==> config.mk <==
export PLATFORM = sky130hd
export DESIGN_NAME = fndc_top
export DESIGN_NICKNAME = d
export VERILOG_FILES = /design/src/pkg/fndc_pkg.sv /design/src/hdl/fndc_top.sv
export VERILOG_INCLUDE_DIRS = /design/src /design/src/pkg
export SDC_FILE = /design/constraint.sdc
export NUM_CORES = 1
export LEC_CHECK = 0
export ABC_CLOCK_PERIOD_IN_PS = 8800
export BUFFER_PORTS_ARGS = -buffer_cell sky130_fd_sc_hd__buf_2
export CAP_MARGIN = 20
export CORE_MARGIN = 3
export CORE_UTILIZATION = 55
export CTS_CLUSTER_SIZE = 24
export DETAILED_ROUTE_END_ITERATION = 12
export PLACE_DENSITY = 0.72
export SETUP_SLACK_MARGIN = 0.02
export SKIP_CTS_REPAIR_TIMING = 1
export SLEW_MARGIN = 20
export SYNTH_ARGS = -nofsm -noshare
export SYNTH_HDL_FRONTEND = slang
export SYNTH_SLANG_ARGS = --single-unit
export TNS_END_PERCENT = 10
==> constraint.sdc <==
create_clock -name CORE_CLK -period 8.8 [get_ports CORE_CLK]
set_input_delay 1.32 -clock CORE_CLK [delete_from_list [all_inputs] [get_ports CORE_CLK]]
set_output_delay 1.32 -clock CORE_CLK [all_outputs]
set_load 0.01 [all_outputs]
==> src/pkg/fndc_defs.svh <==
// Constants for the fractional-N divider configuration block
`ifndef FNDC_DEFS_SVH
`define FNDC_DEFS_SVH
`define FNDC_WORD_W      32
`define FNDC_ADDR_W      4
`define FNDC_NREGS       13
`define FNDC_R_W         10
`define FNDC_INT_W       16
`define FNDC_F1_W        24
`define FNDC_F2_W        14
`define FNDC_CP_W        4
`define FNDC_REG0        4'h0
`define FNDC_REG1        4'h1
`define FNDC_REG2        4'h2
`define FNDC_REG4        4'h4
`define FNDC_INT_LSB     4
`define FNDC_PRE_BIT     20
`define FNDC_F1_LSB      4
`define FNDC_F2_LSB      18
`define FNDC_M2_LSB      4
`define FNDC_REFMODE_BIT 9
`define FNDC_CP_LSB      10
`define FNDC_HALF_BIT    14
`define FNDC_DBL_BIT     15
`define FNDC_R_LSB       16
`define FNDC_R_RESET     10'h001
`define FNDC_M2_RESET    14'h0002
`define FNDC_INT_RESET   16'h004b
`endif

==> src/pkg/fndc_pkg.sv <==
// Types for the fractional-N divider configuration block
`include "fndc_defs.svh"
package fndc_pkg;
    typedef struct packed {
        logic [`FNDC_F1_W-1:0] main_fraction_numerator;
        logic [`FNDC_F2_W-1:0] aux_modulus;
        logic [`FNDC_F2_W-1:0] aux_fraction_numerator;
        logic                  doubler;
        logic                  reference_halver;
        logic [`FNDC_R_W-1:0]  ref_count;
        logic [`FNDC_CP_W-1:0] pump_current;
    } fndc_buf_t;
    typedef enum logic [1:0] {
        FNDC_IDLE  = 2'b00,
        FNDC_SHIFT = 2'b01,
        FNDC_LOAD  = 2'b10
    } fndc_state_t;
endpackage

==> src/hdl/fndc_top.sv <==
// Fractional-N divider configuration: serial loader, reference and feedback dividers
// Behaviour
// - Mode bit one selects differential reference buffer
// - PFD clock is ref times doubler over R-halver
// - Ten-bit reference counter divides by 1 to 1023
// - Feedback ratio is INT plus combined fractions
// - Main numerator 24 bits, modulus fixed 2^24
// - Aux numerator 0..16383, aux modulus 2..16383; the code stores any 14-bit modulus, 0 and 1 included
// - Zero numerators give integer-N mode
// - Oscillator settles at PFD times feedback ratio
// - Aux modulus gives exact spacing, else 38-bit
// - 32-bit words MSB first, low 4 bits select register
// - Buffered settings apply on register zero write
`timescale 1ns/1ps
`include "fndc_defs.svh"
module fndc_top
    import fndc_pkg::*;
#(
    parameter int R_W = `FNDC_R_W
) (
    // Clock, reset, enable
    input  wire logic             CORE_CLK,
    input  wire logic             RSTN,
    input  wire logic             CLK_EN,
    // Three-wire serial interface, sampled on CORE_CLK
    input  wire logic             SER_CLK,
    input  wire logic             SER_DATA,
    input  wire logic             LOAD_STROBE,
    // Reference path
    input  wire logic             REF_IN,
    output logic                  REF_DIFF_EN,
    output logic                  PFD_CLK,
    // Feedback path
    output logic [`FNDC_INT_W:0]  FB_DIVIDE,
    output logic                  INT_N_MODE,
    output logic                  PRESCALER_89,
    output logic [`FNDC_CP_W-1:0] PUMP_CURRENT
);
    logic rst_meta_reg, rst_n;
    always_ff @(posedge CORE_CLK or negedge RSTN) begin
        if (!RSTN) begin
            rst_meta_reg <= 1'b0;
            rst_n        <= 1'b0;
        end else begin
            rst_meta_reg <= 1'b1;
            rst_n        <= rst_meta_reg;
        end
    end

    // Serial shift register, edges detected on the sampled pins
    logic [`FNDC_WORD_W-1:0] shift_reg;
    logic                    sclk_d_reg, le_d_reg;
    wire                     sclk_rise = SER_CLK & ~sclk_d_reg;
    wire                     le_rise   = LOAD_STROBE & ~le_d_reg;
    wire [`FNDC_ADDR_W-1:0]  addr      = shift_reg[`FNDC_ADDR_W-1:0];
    always_ff @(posedge CORE_CLK or negedge rst_n) begin
        if (!rst_n) begin
            shift_reg  <= '0;
            sclk_d_reg <= 1'b0;
            le_d_reg   <= 1'b0;
        end else if (CLK_EN) begin
            sclk_d_reg <= SER_CLK;
            le_d_reg   <= LOAD_STROBE;
            if (sclk_rise)
                shift_reg <= {shift_reg[`FNDC_WORD_W-2:0], SER_DATA};
        end
    end

    // Pending and active settings
    fndc_buf_t              pend_reg, act_reg;
    logic [`FNDC_INT_W-1:0] int_reg;
    logic                   pre89_reg, refmode_reg;
    wire                    wr = CLK_EN & le_rise;
    always_ff @(posedge CORE_CLK or negedge rst_n) begin
        if (!rst_n) begin
            int_reg     <= `FNDC_INT_RESET;
            pre89_reg   <= 1'b1;
            refmode_reg <= 1'b0;
            pend_reg    <= '{default: '0, aux_modulus: `FNDC_M2_RESET, ref_count: `FNDC_R_RESET};
        end else if (wr) begin
            case (addr)
                `FNDC_REG0: begin
                    int_reg   <= shift_reg[`FNDC_INT_LSB +: `FNDC_INT_W];
                    pre89_reg <= shift_reg[`FNDC_PRE_BIT];
                end
                `FNDC_REG1: pend_reg.main_fraction_numerator <= shift_reg[`FNDC_F1_LSB +: `FNDC_F1_W];
                `FNDC_REG2: begin
                    pend_reg.aux_fraction_numerator <= shift_reg[`FNDC_F2_LSB +: `FNDC_F2_W];
                    pend_reg.aux_modulus            <= shift_reg[`FNDC_M2_LSB +: `FNDC_F2_W];
                end
                `FNDC_REG4: begin
                    refmode_reg               <= shift_reg[`FNDC_REFMODE_BIT];
                    pend_reg.pump_current     <= shift_reg[`FNDC_CP_LSB +: `FNDC_CP_W];
                    pend_reg.reference_halver <= shift_reg[`FNDC_HALF_BIT];
                    pend_reg.doubler          <= shift_reg[`FNDC_DBL_BIT];
                    pend_reg.ref_count        <= shift_reg[`FNDC_R_LSB +: `FNDC_R_W];
                end
                default: ;
            endcase
        end
    end

    always_ff @(posedge CORE_CLK or negedge rst_n) begin
        if (!rst_n)
            act_reg <= '{default: '0, aux_modulus: `FNDC_M2_RESET, ref_count: `FNDC_R_RESET};
        else if (wr && addr == `FNDC_REG0)
            act_reg <= pend_reg;
    end

    assign REF_DIFF_EN  = refmode_reg;
    assign PRESCALER_89 = pre89_reg;
    assign PUMP_CURRENT = act_reg.pump_current;

    // Reference path: doubler uses both edges as count events, halver toggles
    logic             ref_d_reg, half_reg, pfd_reg;
    logic [R_W-1:0]   rcnt_reg;
    wire              ref_ev  = act_reg.doubler ? (REF_IN ^ ref_d_reg) : (REF_IN & ~ref_d_reg);
    wire  [R_W-1:0]   r_ratio = (act_reg.ref_count == '0) ? R_W'(1) : R_W'(act_reg.ref_count);
    wire              r_tc    = ref_ev && (rcnt_reg >= r_ratio - R_W'(1));
    always_ff @(posedge CORE_CLK or negedge rst_n) begin
        if (!rst_n) begin
            ref_d_reg <= 1'b0;
            rcnt_reg  <= '0;
            half_reg  <= 1'b0;
            pfd_reg   <= 1'b0;
        end else if (CLK_EN) begin
            ref_d_reg <= REF_IN;
            pfd_reg   <= 1'b0;
            if (ref_ev)
                rcnt_reg <= r_tc ? '0 : rcnt_reg + R_W'(1);
            if (r_tc) begin
                half_reg <= ~half_reg;
                pfd_reg  <= ~act_reg.reference_halver | half_reg;
            end
        end
    end
    assign PFD_CLK = pfd_reg;

    // Two-stage accumulator: aux over aux modulus carries into main over 2^24
    logic [`FNDC_F2_W-1:0] acc2_reg;
    logic [`FNDC_F1_W:0]   acc1_reg;
    logic [`FNDC_INT_W:0]  fb_reg;
    wire  [`FNDC_F2_W:0]   sum2  = {1'b0, acc2_reg} + {1'b0, act_reg.aux_fraction_numerator};
    wire                   c2    = sum2 >= {1'b0, act_reg.aux_modulus};
    wire  [`FNDC_F1_W:0]   sum1  = {1'b0, acc1_reg[`FNDC_F1_W-1:0]}
                                   + {1'b0, act_reg.main_fraction_numerator} + {{`FNDC_F1_W{1'b0}}, c2};
    wire                   int_n = (act_reg.main_fraction_numerator == '0) &&
                                   (act_reg.aux_fraction_numerator == '0);
    always_ff @(posedge CORE_CLK or negedge rst_n) begin
        if (!rst_n) begin
            acc2_reg <= '0;
            acc1_reg <= '0;
            fb_reg   <= {1'b0, `FNDC_INT_RESET};
        end else if (CLK_EN && pfd_reg) begin
            if (int_n) begin
                acc2_reg <= '0;
                acc1_reg <= '0;
                fb_reg   <= {1'b0, int_reg};
            end else begin
                acc2_reg <= c2 ? `FNDC_F2_W'(sum2 - {1'b0, act_reg.aux_modulus}) : sum2[`FNDC_F2_W-1:0];
                acc1_reg <= sum1;
                fb_reg   <= {1'b0, int_reg} + {{`FNDC_INT_W{1'b0}}, sum1[`FNDC_F1_W]};
            end
        end
    end
    assign FB_DIVIDE  = fb_reg;
    assign INT_N_MODE = int_n;
endmodule

==> results.sh, run 1 <==
export IMPL_setup_viol=0
export IMPL_wirelength_um=27280
export IMPL_power_density_nw_per_um2=199.3
export IMPL_antenna_found_initial=0
export IMPL_r2r_cells=34
export IMPL_yosysSeqAreaShare=0.5012
export IMPL_ant_nets=0
export IMPL_grt_usage=0.2193
export IMPL_first_pass_iters=5
export IMPL_vias=8507
export IMPL_crit_fanout=17
export IMPL_fillerInstances=1801
export IMPL_clk_pin_slew_ps=60
export IMPL_layout_commonest_cell="dfrtp_1"
export IMPL_maxCapViolCount=0
export IMPL_die_y_um=159.2
export IMPL_max_freq_ghz=0.1345
export IMPL_cp_slowest_stage_delay_ps=430
export IMPL_drive_above_1_share=0.2607
export IMPL_path_common_cell="o21ai_0"
export IMPL_start_util=0.5653
export IMPL_ir_worst_vdd_mv=0.2213
export IMPL_grt_pass1_vias=8680
export IMPL_grt_setup_unrepaired="no"
export IMPL_cts_path_max_buffers=3
export IMPL_numPortBuffers=31
export IMPL_io_pins=32
export IMPL_worst_slew_pin_slew_ps=999.3
export IMPL_first_iter_violations=487
export IMPL_netlist_instances=1112
export IMPL_ys_warnings_count=0
export IMPL_hold_viol_final=0
export IMPL_cts_tree="yes"
export IMPL_coreArea_um2=22850
export IMPL_grt_ovfl_total=0
export IMPL_fin_tns_setup_ps=0
export IMPL_startpoint="act_reg[16]"
export IMPL_worstSetupEndpointType="register"
export IMPL_synth_net_count=1190
export IMPL_clk_insertion_delay_late_ps=560
export IMPL_gp_congestion=0.9294
export IMPL_start_kind="register"
export IMPL_p_sw_uw=693.5
export IMPL_die_w_um=159.2
export IMPL_syn_area_per_cell_um2=11.61
export IMPL_rr_startpoint="act_reg[16]"
export IMPL_final_nets=1222
export IMPL_largest_reg_flops=68
export IMPL_htreeDepth=1
export IMPL_grt_start_max_net_pins=83
export IMPL_synth_cell_types=63
export IMPL_ys_flop_type="dfrtp_1"
export IMPL_dp_cells=1427
export IMPL_clock_sinks=258
export IMPL_routedWlPerCell_um=18.44
export IMPL_p_comb_frac=0.098
export IMPL_worstSetupPathType="register to register"
export IMPL_synth_async_reset_ratio=1.000
export IMPL_antenna_cells=0
export IMPL_drc=0
export IMPL_final_cell_mix="244 x dfrtp_1, 188 x mux2_2, 98 x nand2_1, 73 x o21ai_0, 67 x ha_1"
export IMPL_clkPwrFrac=0.444
export IMPL_period_share=0.8447
export IMPL_synth_seq_cells=258
export IMPL_fin_hold_ws_ps=345.8
export IMPL_rrSetupSlack_ps=1370
export IMPL_synth_area_um2=12910
export IMPL_leakage_uw=0.007240
export IMPL_dp_hpwl_um=18980
export IMPL_viasPerCell=5.752
export IMPL_worst_path_max_delay_cell="o21ai_0"
export IMPL_grt_pass1_wl_um=45750
export IMPL_switching_share=0.2411
export IMPL_cts_root_buf="clkbuf_16"
export IMPL_cp_data_arrival_time_ps=7860
export IMPL_final_cells=1479
export IMPL_synth_edf_count=0
export IMPL_finalClockSkew_ps=32.19
export IMPL_status="finished, final reports clean"
export IMPL_final_max_slew_violation_count=0
export IMPL_min_period_ps=7433
export IMPL_numCtsBuffers=28
export IMPL_die_area_um2=25360
export IMPL_rows=55
export IMPL_area_growth_pct=11.75
export IMPL_maxSlewHeadroom=0.3338
export IMPL_pwr_share_seq=0.459
export IMPL_hp_class="register to asynchronous set/reset pin"
export IMPL_required_ps=9220
export IMPL_reg2reg_to="FB_DIVIDE[12]"
export IMPL_p_int_uw=2183
[cell families (layout without fill, tap and decap cells)]
group	count (synthesis)	count (layout)	synth area share
other	1	1	0.0002904
DFF	258	258	0.5012
AOI/OAI and AO/OA	209	209	0.1026
buffers and inverters	75	129	0.02422
adders and majority gates	71	71	0.07111
xor gates and xnor gates	61	61	0.04137
and+or+nand+nor	241	241	0.08913
muxes	196	196	0.1701
[power by group through the flow]
stage               Combinational, uW  Clock [uW]  Sequential, uW
finish                            281        1280            1320
global placement                  274           0            1340
CTS                               282        1300            1320
detailed placement                281           0            1340
global route                      312        1350            1330
floorplan                         201           0            1330
[area by class of cell]
type                            count  area, um^2  area share
Multi-Input combinational cell    779        6145      0.4257
Sequential cell                   258        6476      0.4487
Inverter                           35       131.4    0.009103
Clock buffer                       43       877.1     0.06077
Timing Repair Buffer               42       237.7     0.01647
Clock inverter                      9       173.9     0.01205
Tap cell                          313       391.6     0.02713
[worst max path at each step]
stage / endpoint / slack, ps / cells past startpoint
floorplan: FB_DIVIDE[10] / 1100 / 0
global placement: FB_DIVIDE[12] / 1740 / 34
detailed placement: FB_DIVIDE[12] / 1500 / 34
CTS: FB_DIVIDE[12] / 1490 / 34
global route: FB_DIVIDE[10] / 670 / 34
finish: FB_DIVIDE[12] / 1370 / 34
[layer usage]
| layer | GRT usage | share of wire | vias to the layer above |
|---|---|---|---|
| met3 | 0.03044 | 0.041 | 41 |
| met4 | 0.04576 | 0.020 | 0 |
| met1 | 0.3228 | 0.47 | 4248 |
| met5 | 0 | 0 | - |
| li1 | - | - | 4054 |
| met2 | 0.3515 | 0.47 | 164 |
[critical path, delay by kind of cell (launching register included)]
kind            cells  cell delay, ps
fa+ha+maj           7            2020
xor+xnor            2             310
compound gates     11            2620
simple gates       11            1600
flops               1             400
buf+inv             3             390
[Yosys cell counts (all sizes together), types with 6 or more instances]
cell type  count  area [um^2]
a31oi          7        43.79
and3           9        56.30
nor2b         12        82.58
o211ai         6        45.04
a21o          16        120.1
a21oi         45        225.2
nand4          6        37.54
nor4          14        87.58
o31ai         12        90.09
dfstp         13        341.6
ha            67        838.3
xnor2         33        289.0
buf           11        72.56
o21ai         73        365.4
inv           35        131.4
nand3         18        90.09
mux2         188         2117
nor2          39        148.9
clkbuf        29        108.9
a22o          10        87.58
nand2        100        375.4
dfrtp        245         6131
xor2          28        245.2
mux2i          8        80.08
nor3          12        60.06
nand2b        12        75.07
o21a           9        67.56
[metrics by stage]
step / setup WS, ps / power, uW / cell area, um^2 / util
2_1_floorplan: 1100 / 1528 / 12910 / -
3_3_place_gp: 1740 / 1612 / 13380 / 0.5857
3_5_place_dp: 1502 / 1621 / 13380 / 0.5857
4_1_cts: 1486 / 2906 / 14430 / 0.6317
5_1_grt: 674.1 / 2993 / 14430 / 0.6317
6_report: 1367 / 2876 / 14430 / 0.6317
No activity file was read; power rests on OpenSTA's default activity.
==> inputs of run 2 (changes only) <==
ABC_CLOCK_PERIOD_IN_PS = 6000   (was 8800)
PLACE_DENSITY = 0.74   (was 0.72)
clock period = 6 ns   (was 8.8 ns; I/O delays follow)
==> results.sh, run 2 (synthesis results as in run 1) <==
export IMPL_status="complete, but fails checks"
export IMPL_violations="setup timing"
export IMPL_cts_tree="yes"
export IMPL_finalClockSkew_ps=11.72
export IMPL_coreArea_um2=22850
export IMPL_worst_path_max_delay_cell="or4_4"
export IMPL_post_dp_cell_area_um2=13800
export IMPL_antenna_cells=0
export IMPL_power_density_nw_per_um2=267.5
export IMPL_fin_area_um2=14880
export IMPL_clk_insertion_delay_late_ps=550
export IMPL_grt_usage=0.2199
export IMPL_viasPerCell=5.745
export IMPL_gp_congestion=0.8888
export IMPL_cts_root_buf="clkbuf_16"
export IMPL_area_growth_pct=15.20
export IMPL_max_freq_ghz=0.1626
export IMPL_maxSlewHeadroom=0.3563
export IMPL_grt_pass1_vias=8854
export IMPL_start_util=0.5653
export IMPL_ir_worst_vdd_mv=0.2412
export IMPL_die_area_um2=25360
export IMPL_fin_hold_ws_ps=120.1
export IMPL_leakage_uw=0.007445
export IMPL_fillerInstances=1690
export IMPL_htreeDepth=1
export IMPL_worst_slew_pin_slew_ps=962.7
export IMPL_clk_pin_slew_ps=60
export IMPL_die_w_um=159.2
export IMPL_clkPwrFrac=0.402
export IMPL_layout_commonest_cell="dfrtp_1"
export IMPL_die_y_um=159.2
export IMPL_numPortBuffers=31
export IMPL_antenna_found_initial=0
export IMPL_rows=55
export IMPL_cp_slowest_stage_delay_ps=460
export IMPL_hp_class="primary input to asynchronous set/reset pin"
export IMPL_drive_above_1_share=0.3218
export IMPL_first_pass_iters=5
export IMPL_cts_path_max_buffers=3
export IMPL_final_nets=1277
export IMPL_required_ps=6420
export IMPL_drc=0
export IMPL_cp_data_arrival_time_ps=6570
export IMPL_first_iter_violations=580
export IMPL_grt_start_max_net_pins=184
export IMPL_setup_viol=11
export IMPL_worstSetupPathType="register to register"
export IMPL_largest_reg_flops=68
export IMPL_start_kind="register"
export IMPL_final_core_util=0.6512
export IMPL_vias=8795
export IMPL_final_setup_worst_slack_ps=-148.5
export IMPL_p_int_uw=2954
export IMPL_p_comb_frac=0.108
export IMPL_routedWlPerCell_um=18.34
export IMPL_switching_share=0.2577
export IMPL_numCtsBuffers=27
export IMPL_wirelength_um=28070
export IMPL_grt_ovfl_total=0
export IMPL_final_cell_mix="244 x dfrtp_1, 188 x mux2_2, 92 x nand2_1, 65 x buf_4, 62 x ha_1"
export IMPL_maxCapViolCount=0
export IMPL_grt_setup_unrepaired="yes"
export IMPL_final_max_slew_violation_count=0
export IMPL_grt_pass1_wl_um=45710
export IMPL_hold_viol_final=0
export IMPL_dp_hpwl_um=19150
export IMPL_worstSetupEndpointType="register"
export IMPL_pwr_share_seq=0.490
export IMPL_ant_nets=0
export IMPL_crit_fanout=4
export IMPL_min_period_ps=6149
export IMPL_p_sw_uw=1025
export IMPL_fin_tns_setup_ps=-1105
export IMPL_period_share=1.025
export IMPL_clock_sinks=258
export IMPL_io_pins=32
[run 2: changes by cell type in the layout (fill, tap and decap cells not counted), moves of 4 or more]
cell      change
clkbuf_8      -9
nand2_2       +6
ha_4          +4
o21ai_1      +11
o21ai_0      -13
buf_4        +54
a21oi_1       -5
clkbuf_1      +6
ha_1          -5
a21oi_2       +4
nand2_1       -6
[run 2: per-stage QoR]
step	cells	setup slack [ps]	power, uW
finish	1531	-148.5	3979
global route	1531	-448.9	4141
CTS	1529	-523.1	3997
detailed placement	1481	-446.6	2394
global placement	1481	-331.2	2381
floorplan	1112	-409.2	2241
[run 2: power by group through the flow]
stage	Clock, uW	Sequential [uW]	Combinational (uW)
2_1_floorplan	0	1950	295
4_1_cts	1630	1940	423
3_5_place_dp	0	1970	421
5_1_grt	1700	1960	477
6_report	1600	1950	431
3_3_place_gp	0	1970	411
[run 2: path summary, 6_finish.rpt]
kind | to | cells past startpoint | start | slack, ps
worst max-delay path | FB_DIVIDE[8] | 33 | acc2_reg[0] | -150
worst min-delay path | rst_n | 1 | RSTN | 120
worst max register to register | FB_DIVIDE[8] | 33 | acc2_reg[0] | -150
worst min register to register | rst_n | 0 | rst_meta_reg | 360
max in group asynchronous | acc2_reg[13] | 1 | rst_n | 4060
min in group CORE_CLK | rst_n | 0 | rst_meta_reg | 360
[run 2: cell type report]
| cell class | instances | area (um^2) | share of cell area |
|---|---|---|---|
| inverter | 35 | 131.4 | 0.008830 |
| clock inverter | 9 | 91.34 | 0.006139 |
| timing repair buffer | 98 | 674.4 | 0.04533 |
| clock buffer | 39 | 750.7 | 0.05046 |
| multi-input combinational | 779 | 6362 | 0.4276 |
| sequential | 258 | 6476 | 0.4353 |
| tap | 313 | 391.6 | 0.02632 |
[run 2: layer usage]
metal / part of all wire / global-route usage / up-vias
met1: 0.47 / 0.3182 / 4450
met4: 0.021 / 0.05332 / 0
met5: 0 / 0 / -
li1: - / - / 4146
met2: 0.47 / 0.3575 / 159
met3: 0.039 / 0.02732 / 40
[run 2: worst max-delay path, delay by kind of cell (launching register included)]
family                   cells  cell delay, ps
AO/OA/AOI/OAI               12            2220
AND/OR/NAND/NOR              9            1340
XOR/XNOR                     2             260
flip-flops                   1             380
adder cells (fa/ha/maj)      7            1540
buffers and inverters        3             280
